===== src/include/pmd_pkg.sv =====
// Purpose: shared constants and types for the peripheral disable bank
// Assumes: one pclk domain at 200 MHz, APB register access
// Notes:   register indices are scaled by four to form APB byte addresses
package pmd_pkg;

	localparam int PMD_NREG   = 8;
	localparam int PMD_ADDR_W = 16;
	localparam int PMD_IDX_W  = 12;

	// register indices; byte address is four times the index
	localparam logic [11:0] PMD_CTL0_IDX = 12'h796;
	localparam logic [11:0] PMD_CTL1_IDX = 12'h797;
	localparam logic [11:0] PMD_CTL2_IDX = 12'h798;
	localparam logic [11:0] PMD_CTL3_IDX = 12'h799;
	localparam logic [11:0] PMD_CTL4_IDX = 12'h79a;
	localparam logic [11:0] PMD_CTL5_IDX = 12'h79b;
	localparam logic [11:0] PMD_CTL6_IDX = 12'h79c;
	localparam logic [11:0] PMD_CTL7_IDX = 12'h79d;
	localparam logic [11:0] PMD_STAT_IDX = 12'h79e;

	localparam logic [7:0] PMD_CTL_RESET = 8'h00;

	// implemented bits of each control register
	localparam logic [7:0] PMD_MASK0 = 8'hc7;
	localparam logic [7:0] PMD_MASK1 = 8'h7f;
	localparam logic [7:0] PMD_MASK2 = 8'h80;
	localparam logic [7:0] PMD_MASK3 = 8'h67;
	localparam logic [7:0] PMD_MASK4 = 8'h7f;
	localparam logic [7:0] PMD_MASK5 = 8'he0;
	localparam logic [7:0] PMD_MASK6 = 8'h33;
	localparam logic [7:0] PMD_MASK7 = 8'h7f;

	// register 0 fields
	localparam int PMD_CLK_GATE_BIT = 7;
	localparam int PMD_VREF_BIT     = 6;
	localparam int PMD_FLASH_BIT    = 2;
	localparam int PMD_CLKREF_BIT   = 1;
	localparam int PMD_PINCHG_BIT   = 0;
	// registers 1 to 7 fields
	localparam int PMD_TIMER_LSB    = 0;
	localparam int PMD_TIMER_N      = 7;
	localparam int PMD_NUMOSC_BIT   = 7;
	localparam int PMD_DAC_BIT      = 6;
	localparam int PMD_ADC_BIT      = 5;
	localparam int PMD_CMP2_BIT     = 2;
	localparam int PMD_CMP1_BIT     = 1;
	localparam int PMD_ZCROSS_BIT   = 0;
	localparam int PMD_PWM7_BIT     = 6;
	localparam int PMD_PWM6_BIT     = 5;
	localparam int PMD_CAPCOMP_LSB  = 0;
	localparam int PMD_CAPCOMP_N    = 5;
	localparam int PMD_WAVEGEN_LSB  = 5;
	localparam int PMD_WAVEGEN_N    = 3;
	localparam int PMD_UART_LSB     = 4;
	localparam int PMD_SERPORT_LSB  = 0;
	localparam int PMD_MEASTMR_LSB  = 5;
	localparam int PMD_LOGIC_LSB    = 1;
	localparam int PMD_LOGIC_N      = 4;
	localparam int PMD_MODULATOR_BIT = 0;

	// status register fields
	localparam int PMD_STAT_FLASH_READY_BIT = 0;
	localparam int PMD_STAT_CLK_GATED_BIT   = 1;

	// flash wake time after re-enable
	localparam int PMD_CLK_PERIOD_NS   = 5;
	localparam int PMD_FLASH_WAKE_NS   = 1000;
	localparam int PMD_FLASH_WAKE_CYC  =
		(PMD_FLASH_WAKE_NS + PMD_CLK_PERIOD_NS - 1) / PMD_CLK_PERIOD_NS;

	typedef enum logic [1:0] {
		PMD_FL_OFF   = 2'b00,
		PMD_FL_WAIT  = 2'b01,
		PMD_FL_READY = 2'b11
	} pmd_flash_state_type;

endpackage


===== src/core/pmd_bank.sv =====
// Purpose: peripheral disable register bank behind an APB slave
// Assumes: zero-wait access phase after a registered decode cycle
// Notes:   disable outputs double as the held reset of each peripheral

module pmd_bank
	import pmd_pkg::*;
#(
	parameter int ADDR_W   = PMD_ADDR_W,
	parameter int WAKE_CYC = PMD_FLASH_WAKE_CYC
) (
	input  wire logic              pclk,
	input  wire logic              presetn,
	input  wire logic              psel,
	input  wire logic              penable,
	input  wire logic              pwrite,
	input  wire logic [ADDR_W-1:0] paddr,
	input  wire logic [31:0]       pwdata,
	input  wire logic [3:0]        pstrb,
	output logic [31:0]            prdata,
	output logic                   pready,
	output logic                   pslverr,
	output logic                   periph_clock_gate,
	output logic                   vref_block_off,
	output logic                   flash_access_off,
	output logic                   clock_ref_out_off,
	output logic                   pin_change_irq_off,
	output logic [6:0]             timer_n_off,
	output logic                   num_osc_off,
	output logic                   dac_off,
	output logic                   adc_off,
	output logic                   comparator2_off,
	output logic                   comparator1_off,
	output logic                   zero_cross_off,
	output logic                   pwm7_off,
	output logic                   pwm6_off,
	output logic [4:0]             capcomp_n_off,
	output logic [2:0]             waveform_gen_n_off,
	output logic [1:0]             uart_n_off,
	output logic [1:0]             serial_port_n_off,
	output logic [1:0]             meas_timer_n_off,
	output logic [3:0]             logic_cell_n_off,
	output logic                   modulator_off,
	input  wire logic [5:0]        sfr_id,
	input  wire logic              sfr_wr_req,
	input  wire logic [7:0]        sfr_rd_data,
	output logic                   sfr_wr_go,
	output logic [7:0]             sfr_rd_data_out,
	input  wire logic              mem_rd_req,
	input  wire logic              mem_wr_req,
	input  wire logic              memctl_wr_req,
	input  wire logic              ind_hit,
	input  wire logic [7:0]        ind_rdata,
	output logic                   mem_rd_go,
	output logic                   mem_wr_go,
	output logic                   memctl_wr_go,
	output logic [7:0]             ind_rdata_out
);

	localparam logic [7:0] MASKS [PMD_NREG] = '{
		PMD_MASK0, PMD_MASK1, PMD_MASK2, PMD_MASK3,
		PMD_MASK4, PMD_MASK5, PMD_MASK6, PMD_MASK7
	};
	localparam int IDX_PAD = ADDR_W - 2 - PMD_IDX_W;

	logic [7:0]  ctl_q [PMD_NREG];
	logic [31:0] prdata_q;
	logic        pready_q;
	logic        pslverr_q;
	logic        sfr_wr_go_q;
	logic [7:0]  sfr_rd_data_q;
	logic        flash_ready;

	logic [PMD_IDX_W-1:0] word_idx;
	logic [PMD_IDX_W-1:0] ctl_off;
	logic                 aligned;
	logic                 hit_ctl;
	logic                 hit_stat;
	logic [2:0]           slot;
	logic                 setup_phase;
	logic                 write_take;
	logic [7:0]           stat_val;

	// disable bit that belongs to one peripheral register slot
	function automatic logic off_bit(input logic [5:0] id);
		logic [7:0] r;
		r = ctl_q[id[5:3]];
		return r[id[2:0]];
	endfunction

	assign word_idx    = paddr[PMD_IDX_W+1:2];
	assign ctl_off     = word_idx - PMD_CTL0_IDX;
	assign aligned     = (paddr[1:0] == 2'b00) && (paddr[ADDR_W-1:PMD_IDX_W+2] == IDX_PAD'(0));
	assign hit_ctl     = aligned && (word_idx >= PMD_CTL0_IDX) && (word_idx <= PMD_CTL7_IDX);
	assign hit_stat    = aligned && (word_idx == PMD_STAT_IDX);
	assign slot        = ctl_off[2:0];
	assign setup_phase = psel && !penable;
	// access phase lasts one cycle: pready is already high when it starts
	assign write_take  = psel && penable && pready_q && pwrite && pstrb[0];

	assign stat_val = {6'h00, periph_clock_gate, flash_ready};

	// one always_ff per register keeps each write path independent
	genvar gi;
	generate
		for (gi = 0; gi < PMD_NREG; gi++) begin : g_ctl
			always_ff @(posedge pclk or negedge presetn) begin
				if (!presetn)
					ctl_q[gi] <= PMD_CTL_RESET;
				else if (write_take && hit_ctl && slot == 3'(gi))
					ctl_q[gi] <= pwdata[7:0] & MASKS[gi];
			end
		end
	endgenerate

	// read data is captured in the setup cycle, so prdata is a flop
	always_ff @(posedge pclk or negedge presetn) begin
		if (!presetn) begin
			prdata_q  <= 32'h0000_0000;
			pready_q  <= 1'b0;
			pslverr_q <= 1'b0;
		end else begin
			pready_q  <= setup_phase;
			pslverr_q <= setup_phase && !(hit_ctl || hit_stat);
			if (setup_phase && !pwrite) begin
				if (hit_ctl)
					prdata_q <= {24'h00_0000, ctl_q[slot]};
				else if (hit_stat)
					prdata_q <= {24'h00_0000, stat_val};
				else
					prdata_q <= 32'h0000_0000;
			end
		end
	end

	assign prdata  = prdata_q;
	assign pready  = pready_q;
	assign pslverr = pslverr_q;

	// a set bit is the held reset of that block; clearing it restarts the block
	assign periph_clock_gate  = ctl_q[0][PMD_CLK_GATE_BIT];
	assign vref_block_off     = ctl_q[0][PMD_VREF_BIT];
	assign flash_access_off   = ctl_q[0][PMD_FLASH_BIT];
	assign clock_ref_out_off  = ctl_q[0][PMD_CLKREF_BIT];
	assign pin_change_irq_off = ctl_q[0][PMD_PINCHG_BIT];
	assign timer_n_off        = ctl_q[1][PMD_TIMER_LSB +: PMD_TIMER_N];
	assign num_osc_off        = ctl_q[2][PMD_NUMOSC_BIT];
	assign dac_off            = ctl_q[3][PMD_DAC_BIT];
	assign adc_off            = ctl_q[3][PMD_ADC_BIT];
	assign comparator2_off    = ctl_q[3][PMD_CMP2_BIT];
	assign comparator1_off    = ctl_q[3][PMD_CMP1_BIT];
	assign zero_cross_off     = ctl_q[3][PMD_ZCROSS_BIT];
	assign pwm7_off           = ctl_q[4][PMD_PWM7_BIT];
	assign pwm6_off           = ctl_q[4][PMD_PWM6_BIT];
	assign capcomp_n_off      = ctl_q[4][PMD_CAPCOMP_LSB +: PMD_CAPCOMP_N];
	assign waveform_gen_n_off = ctl_q[5][PMD_WAVEGEN_LSB +: PMD_WAVEGEN_N];
	assign uart_n_off         = ctl_q[6][PMD_UART_LSB +: 2];
	assign serial_port_n_off  = ctl_q[6][PMD_SERPORT_LSB +: 2];
	assign meas_timer_n_off   = ctl_q[7][PMD_MEASTMR_LSB +: 2];
	assign logic_cell_n_off   = ctl_q[7][PMD_LOGIC_LSB +: PMD_LOGIC_N];
	assign modulator_off      = ctl_q[7][PMD_MODULATOR_BIT];

	// peripheral register gate; no settle window is enforced after re-enable
	always_ff @(posedge pclk or negedge presetn) begin
		if (!presetn) begin
			sfr_wr_go_q   <= 1'b0;
			sfr_rd_data_q <= 8'h00;
		end else begin
			sfr_wr_go_q   <= sfr_wr_req && !off_bit(sfr_id);
			sfr_rd_data_q <= off_bit(sfr_id) ? 8'h00 : sfr_rd_data;
		end
	end

	assign sfr_wr_go       = sfr_wr_go_q;
	assign sfr_rd_data_out = sfr_rd_data_q;

	pmd_flash_gate #(
		.WAKE_CYC (WAKE_CYC)
	) u_flash_gate (
		.pclk           (pclk),
		.presetn        (presetn),
		.flash_off      (flash_access_off),
		.mem_rd_req     (mem_rd_req),
		.mem_wr_req     (mem_wr_req),
		.memctl_wr_req  (memctl_wr_req),
		.ind_hit        (ind_hit),
		.ind_rdata      (ind_rdata),
		.mem_rd_go_q    (mem_rd_go),
		.mem_wr_go_q    (mem_wr_go),
		.memctl_wr_go_q (memctl_wr_go),
		.ind_rdata_q    (ind_rdata_out),
		.flash_ready_q  (flash_ready)
	);

	a_apb_ready_next: assert property (@(posedge pclk) disable iff (!presetn)
		psel && !penable |=> pready && !$past(pready))
		else $error("pready not high in first access cycle");
	a_unmapped_error: assert property (@(posedge pclk) disable iff (!presetn)
		setup_phase && !hit_ctl && !hit_stat |=> pslverr && prdata == 32'h0000_0000
		|| pwrite)
		else $error("unmapped address without slave error");
	a_last_ctl_addr: assert property (@(posedge pclk) disable iff (!presetn)
		write_take && paddr == ADDR_W'({PMD_CTL7_IDX, 2'b00})
		|=> ctl_q[7] == ($past(pwdata[7:0]) & PMD_MASK7))
		else $error("last control register not at its address");
	a_clock_gate_write: assert property (@(posedge pclk) disable iff (!presetn)
		write_take && paddr == ADDR_W'({PMD_CTL0_IDX, 2'b00})
		|=> periph_clock_gate == $past(pwdata[PMD_CLK_GATE_BIT]))
		else $error("clock gate bit did not follow write");
	a_unimpl_zero: assert property (@(posedge pclk) disable iff (!presetn)
		write_take && hit_ctl && slot == 3'd5 |=> ctl_q[5][4:0] == 5'h00)
		else $error("unimplemented bits hold data");
	a_sfr_write_block: assert property (@(posedge pclk) disable iff (!presetn)
		sfr_wr_req && off_bit(sfr_id) |=> !sfr_wr_go)
		else $error("write reached a disabled peripheral");
	a_sfr_read_zero: assert property (@(posedge pclk) disable iff (!presetn)
		off_bit(sfr_id) |=> sfr_rd_data_out == 8'h00)
		else $error("disabled peripheral read not zero");
	a_sfr_read_pass: assert property (@(posedge pclk) disable iff (!presetn)
		!off_bit(sfr_id) |=> sfr_rd_data_out == $past(sfr_rd_data))
		else $error("enabled peripheral read altered");
	a_no_stray_write: assert property (@(posedge pclk) disable iff (!presetn)
		!write_take |=> $stable(ctl_q[3]) && $stable(ctl_q[0]))
		else $error("control register changed without a write");
	a_stat_readback: assert property (@(posedge pclk) disable iff (!presetn)
		setup_phase && !pwrite && hit_stat
		|=> prdata[PMD_STAT_CLK_GATED_BIT] == $past(periph_clock_gate)
		&& prdata[PMD_STAT_FLASH_READY_BIT] == $past(flash_ready))
		else $error("status read does not match state");

endmodule


===== src/core/pmd_flash_gate.sv =====
// Purpose: blocks flash traffic while flash access is disabled
// Assumes: request inputs are single-cycle strobes synchronous to pclk
// Notes:   every output is registered, so a request passes one cycle late
module pmd_flash_gate
	import pmd_pkg::*;
#(
	parameter int WAKE_CYC = PMD_FLASH_WAKE_CYC
) (
	input  wire logic       pclk,
	input  wire logic       presetn,
	input  wire logic       flash_off,
	input  wire logic       mem_rd_req,
	input  wire logic       mem_wr_req,
	input  wire logic       memctl_wr_req,
	input  wire logic       ind_hit,
	input  wire logic [7:0] ind_rdata,
	output logic            mem_rd_go_q,
	output logic            mem_wr_go_q,
	output logic            memctl_wr_go_q,
	output logic [7:0]      ind_rdata_q,
	output logic            flash_ready_q
);

	localparam int CNT_W   = $clog2(WAKE_CYC + 1);
	localparam int WAKE_HI = WAKE_CYC + 1;
	localparam logic [CNT_W-1:0] CNT_LAST = CNT_W'(WAKE_CYC - 1);

	pmd_flash_state_type state_q;
	pmd_flash_state_type state_d;
	logic [CNT_W-1:0]    cnt_q;

	always_ff @(posedge pclk or negedge presetn) begin
		if (!presetn) begin
			mem_rd_go_q    <= 1'b0;
			mem_wr_go_q    <= 1'b0;
			memctl_wr_go_q <= 1'b0;
			ind_rdata_q    <= 8'h00;
		end else begin
			mem_rd_go_q    <= mem_rd_req & ~flash_off;
			mem_wr_go_q    <= mem_wr_req & ~flash_off;
			memctl_wr_go_q <= memctl_wr_req & ~flash_off;
			ind_rdata_q    <= (flash_off && ind_hit) ? 8'h00 : ind_rdata;
		end
	end

	// ready is status only; software is expected to honour the wake time
	always_comb begin
		state_d = state_q;
		unique case (state_q)
			PMD_FL_OFF: begin
				if (!flash_off)
					state_d = PMD_FL_WAIT;
			end
			PMD_FL_WAIT: begin
				if (flash_off)
					state_d = PMD_FL_OFF;
				else if (cnt_q == CNT_LAST)
					state_d = PMD_FL_READY;
			end
			PMD_FL_READY: begin
				if (flash_off)
					state_d = PMD_FL_OFF;
			end
			default: state_d = PMD_FL_OFF;
		endcase
	end

	// starts in wait: the bank comes out of reset enabled
	always_ff @(posedge pclk or negedge presetn) begin
		if (!presetn) begin
			state_q       <= PMD_FL_WAIT;
			cnt_q         <= '0;
			flash_ready_q <= 1'b0;
		end else begin
			state_q       <= state_d;
			flash_ready_q <= (state_d == PMD_FL_READY);
			if (state_q == PMD_FL_WAIT && state_d == PMD_FL_WAIT)
				cnt_q <= cnt_q + 1'b1;
			else
				cnt_q <= '0;
		end
	end

	a_flash_rd_block: assert property (@(posedge pclk) disable iff (!presetn)
		(mem_rd_req || mem_wr_req || memctl_wr_req) && flash_off
		|=> !mem_rd_go_q && !mem_wr_go_q && !memctl_wr_go_q)
		else $error("flash request passed while disabled");
	a_ind_read_zero: assert property (@(posedge pclk) disable iff (!presetn)
		flash_off && ind_hit |=> ind_rdata_q == 8'h00)
		else $error("indirect read not zero while disabled");
	a_flash_ready_time: assert property (@(posedge pclk) disable iff (!presetn)
		$fell(flash_off) |-> ##[1:WAKE_HI] (flash_ready_q || flash_off))
		else $error("flash ready late after enable");
	a_ready_drops_off: assert property (@(posedge pclk) disable iff (!presetn)
		flash_off |=> !flash_ready_q)
		else $error("flash ready while disabled");

endmodule


===== config.mk =====
export PLATFORM = sky130hd
export DESIGN_NAME = pmd_bank
export DESIGN_NICKNAME = d
export VERILOG_FILES = /design/src/include/pmd_pkg.sv /design/src/core/pmd_bank.sv /design/src/core/pmd_flash_gate.sv
export SDC_FILE = /design/constraint.sdc
export NUM_CORES = 1
export LEC_CHECK = 0
export BUFFER_PORTS_ARGS = -buffer_cell sky130_fd_sc_hd__buf_2
export CAP_MARGIN = 30
export CORE_ASPECT_RATIO = 2
export CORE_MARGIN = 2
export CORE_UTILIZATION = 48
export DETAILED_ROUTE_END_ITERATION = 7
export PLACE_DENSITY = 0.81
export SLEW_MARGIN = 5
export SYNTH_ARGS = -nofsm -noshare
export SYNTH_HDL_FRONTEND = slang
export SYNTH_SLANG_ARGS = --single-unit

===== constraint.sdc =====
create_clock -name pclk -period 1.9 [get_ports pclk]
set_input_delay 0.38 -clock pclk [delete_from_list [all_inputs] [get_ports pclk]]
set_output_delay 0.38 -clock pclk [all_outputs]
set_load 0.01 [all_outputs]

After elaboration in Yosys (flattened, before gate mapping)
Cells that the tools add are included.
- bits in registers: 104
- input port bits: 84
- output and inout bits: 93
- word-level logic and storage cells: 96
- add/subtract/negate cells: 2
- $lt $le $gt $ge: 5
- eq/ne operators: 13
- mux-type cells: 18
- bitwise logic cells: 6
- reduce and logical (&&, ||, !) cells: 32
- operator list (cell ; count):
    $mux 8 ; 7
    $bmux 8 s3 ; 2
    $mux 32 ; 1
    $logic_and 1x1->1 ; 23
    $eq 12x11->1 const B ; 1
    $eq 3x3->1 const B ; 4
    $ge 12x11->1 const B ; 1
    $le 12x11->1 const B ; 1
    $mux 2 ; 5
    $add 8x1->8 const B ; 1
    $eq 8x8->1 const B ; 1
    $ge 4x4->1 const B ; 2
    $not 3->4 ; 2
    $eq 3x2->1 const B ; 2
    $logic_not 2->1 ; 3
    $pmux 2 s3 ; 1
    $eq 2x1->1 const B ; 2
    $eq 2x2->1 const B ; 2
    $logic_not 1->1 ; 4
    $lt 3x4->1 const B ; 1
    $and 1x1->1 ; 3
    $bmux 1 s3 ; 1
    $eq 3x1->1 const B ; 1
    $logic_not 3->1 ; 1
    other kinds (4) ; 4

Logic depth before layout (Yosys ltp)
- depth after elaboration: 8
- gate-level depth with buffers: 7
- mapped depth without buffers: 6

By module
Synthesis repeated with hierarchy kept, for this count alone.
- cell total of the unflattened synthesis: 355
- area, all modules: 4121.5 um^2
- modules (own cells, without submodules) (module ; instances ; cells each ; area an instance (um^2) ; sequential area each (um^2)):
    pmd_bank ; 1 ; 287 ; 3280.6 ; 1451.4
    pmd_flash_gate ; 1 ; 68 ; 840.8 ; 551.8

Worst setup path after synthesis
OpenSTA, ideal clock, no wires.
- path kind: in2reg
- start: in paddr[1]
- end: reg ctl_q (netlist bit timer_n_off[2])
- library setup time: 0.125 ns
- data arrival time: 1.992 ns
- data required time: 1.775 ns
- setup slack: -0.217 ns
- stages: 6
- path buffers: 1
- cells stage by stage: or4_4 nor3_4 and4_1 and3_1 buf_4 mux2_2
- longest elaborated chain between the ends: 6
- RTL lines (what ; line ; RTL):
    start: declaration ; pmd_bank.sv:16 ; input wire logic [ADDR_W-1:0] paddr,
    $logic_not 2->1 ; pmd_bank.sv:92 ; assign aligned = (paddr[1:0] == 2'b00) && (paddr[ADDR_W-1:PMD_IDX_W+2] == IDX_PAD'(0));
    $logic_and 1x1->1 ; pmd_bank.sv:92 ;
    $logic_and 1x1->1 (2 in series) ; pmd_bank.sv:93 ; assign hit_ctl = aligned && (word_idx >= PMD_CTL0_IDX) && (word_idx <= PMD_CTL7_IDX);
    $logic_and 1x1->1 (2 in series) ; pmd_bank.sv:109 ; else if (write_take && hit_ctl && slot == 3'(gi))
    end signal: indexed assignment ; pmd_bank.sv:110 ; ctl_q[gi] <= pwdata[7:0] & MASKS[gi];
    end: declaration ; pmd_bank.sv:65 ; logic [7:0] ctl_q [PMD_NREG];
No other way between the ends.
A chain may end at the register's enable or synchronous reset.

Worst setup path after layout
- start: in paddr[1]
- end: reg ctl_q (netlist bit capcomp_n_off[4])
The elaborated chain is that of the path after synthesis.

==> qor.csv <==
metric,value,unit
status,"complete, but fails checks",
failing checks,negative setup slack,
initial drt markers,256,
Final Wtd Congestion,0.924,
clk sinks,80,
floorplan row count,47,
Layout area overhead,29.4,%
Gate power share,0.094,
Clock transition at path regs,60,ps
first-pass GRT wire length,18.5,mm
largest fanout on the critical path,7,
ANT cells,0,
share of layout cells above drive strength 1,0.449,
pin count of the biggest net entering global routing,30,
"Hold Violations, Final",0,
worst hold path type,in -> reg,
Max Transition Viols Final,0,
pwr dens,706,nW/um2
Die W,69.3,um
vias per inst,5.73,
Synth async-reset ratio,1.00,
startpoint class of the critical path,primary input,
hold path startpoint,ind_rdata[7],
Slew @ Worst Pin,494,ps
PortBufs,125,
Max Cap Violations,0,
Synth cell types,55,
"commonest non-fill, non-tap cell in the layout",buf_2,
total number of vias,3510,
DP Worst Slack,-425,ps
vias in the first global route,3655,
Rel. slew slack,0.667,
Total Wirelength,11.8,mm
CP arrival,2190,ps
Layout Nets,595,
die height,135,um
sequential fraction of the synthesis area,0.490,
"Design Area, Final",5290,um2
Clock power frac,0.435,
static leakage,2.79,nW
htree depth,3,
unrepaired setup endpoints after global routing,yes,
YS warnings,0,
post-route ant nets,0,
Final period util,1.03,
Worst VDD drop,0.000611,V
"FF+latch count, synth",80,
area of the multi-input gates,1980,um2
area share of the largest cell type after synthesis,0.484,
core area,8290,um2
Post-synth EDFFs,0,
post-synth top area cell,dfrtp_1,
Register Area,2000,um2
Placed Area,4940,um2
Net Sw Frac,0.257,
# setup viols final,20,
fillers,660,
CTS tree,yes,
fmax,511,MHz
DIE AREA,9320,um2
FF-to-FF setup slack,70,ps
clk_lat worst skew,340,ps
DRT Pass-1 Iters,5,
DPL Wire Length,8.86,mm
Setup crit end kind,flip-flop,
root buf cell,clkbuf_16,
initial cell density of the core,0.493,
Cells after Synth,365,
CTS Buf Count,9,
Mapped Area,4090,um2
Reg-to-Reg Start,pready,
"commonest non-fill, non-tap cells in the layout","buf_2, dfrtp_1, mux2_2, nor2_1, conb_1",
Hold WS,242,ps
Post-synth top flop,dfrtp_1,
Int Pwr,0.00278,W
"top cells by area, synth","dfrtp_1, mux2_2, buf_4",
Flop pwr share,0.471,
io pins,177,
NetSw,0.000959,W
post-layout worst setup margin,-58.6,ps
DRC violations left,0,
Setup crit start,paddr[1],
Post-Route Setup TNS,-652,ps
CP Data Required Time,2130,ps
initial antenna violation count,0,
Congestion Overflow GR,0,
crit path kind,in -> reg,
final clock skew,10.7,ps
maximum root-to-sink buffer count,2,
Final min period,1960,ps
total track usage,0.257,
drt wl/cell,19.2,um
Synth Area per Inst,11.2,um2
-- through the flow --
stage          total power, W   util  instances
6_report              0.00374  0.638        613
5_1_grt               0.00386  0.638        613
4_1_cts               0.00374  0.639        614
3_5_place_dp          0.00214  0.596        596
3_3_place_gp          0.00212  0.596        596
2_1_floorplan         0.00198      -        388
-- power groups by stage --
stage          Clock (W)  Sequential (W)  Combinational (W)
2_1_floorplan          0         0.00181           0.000178
3_3_place_gp           0         0.00179           0.000332
3_5_place_dp           0         0.00179           0.000343
4_1_cts          0.00163         0.00176           0.000349
5_1_grt          0.00171         0.00176           0.000382
6_report         0.00162         0.00176           0.000352
-- flip-flops by register name (all words and copies together) (netlist names), 3 cells and up --
signal / flops
u_flash_gate.cnt_q: 8
logic_cell_n_off: 4
u_flash_gate.ind_rdata_q: 8
timer_n_off: 7
prdata: 8
sfr_rd_data_out: 8
waveform_gen_n_off: 3
capcomp_n_off: 5
-- layout make-up --
| type | count | area share |
|---|---|---|
| clock buffer | 9 | 0.0426 |
| clock inverter | 7 | 0.0102 |
| inverter | 6 | 0.00426 |
| multi-input combinational | 262 | 0.374 |
| sequential | 80 | 0.379 |
| tap | 98 | 0.0232 |
| timing repair buffer | 151 | 0.167 |
-- routing by layer --
metal  up-vias  routed length (um)  share of wire  global-route usage
li1       1541                   -              -                   -
met1      1727                3770           0.32               0.246
met2       185                6550           0.56               0.478
met3        57                 696          0.059              0.0709
met4         0                 741          0.063               0.156
met5         -                   0              0                   0
-- kinds of logic after synthesis --
group | Yosys count | synth area share
mux | 62 | 0.178
simple gates | 119 | 0.164
compound gates | 50 | 0.0854
xor+xnor | 6 | 0.0129
other cells | 1 | 0.000917
fa+ha+maj | 1 | 0.00306
buf+inv | 46 | 0.0655
flops | 80 | 0.490
-- synthesized netlist by cell type (5+ instances only) --
cell / number
dfrtp_1: 79
mux2_2: 41
nor2_1: 27
buf_4: 25
nand2_1: 25
nand3_1: 14
mux2i_1: 13
clkbuf_1: 12
o21ai_0: 11
and2_1: 10
a21oi_1: 8
nor2b_1: 7
inv_1: 6
a22oi_1: 5
nand2b_1: 5
-- final timing paths --
| check | endpoint | depth (start not counted) |
|---|---|---|
| max | capcomp_n_off[4] | 7 |
| min | u_flash_gate.ind_rdata_q[7] | 2 |
| max reg2reg | capcomp_n_off[4] | 7 |
| min reg2reg | u_flash_gate.state_q[0] | 1 |
| max in group asynchronous | u_flash_gate.state_q[0] | 3 |
| min in group asynchronous | serial_port_n_off[0] | 2 |
-- worst max-delay path, cell delays in order --
cell and delay (ps):
buf_6 90, or4_4 530, nor3_4 230, nand4b_4 200
nor3b_4 250, buf_12 170, mux2_2 330
-- what timing repair did --
action | CTS | global route
hold buffers | 1 | 0
setup buffers | 1 | 0
endpoints found under the hold margin | 26 | 0
endpoints found under the setup margin | 30 | 29
pin swaps | 0 | 1
resized for setup | 16 | 2
Note: power is estimated with default switching activity, not from simulation.
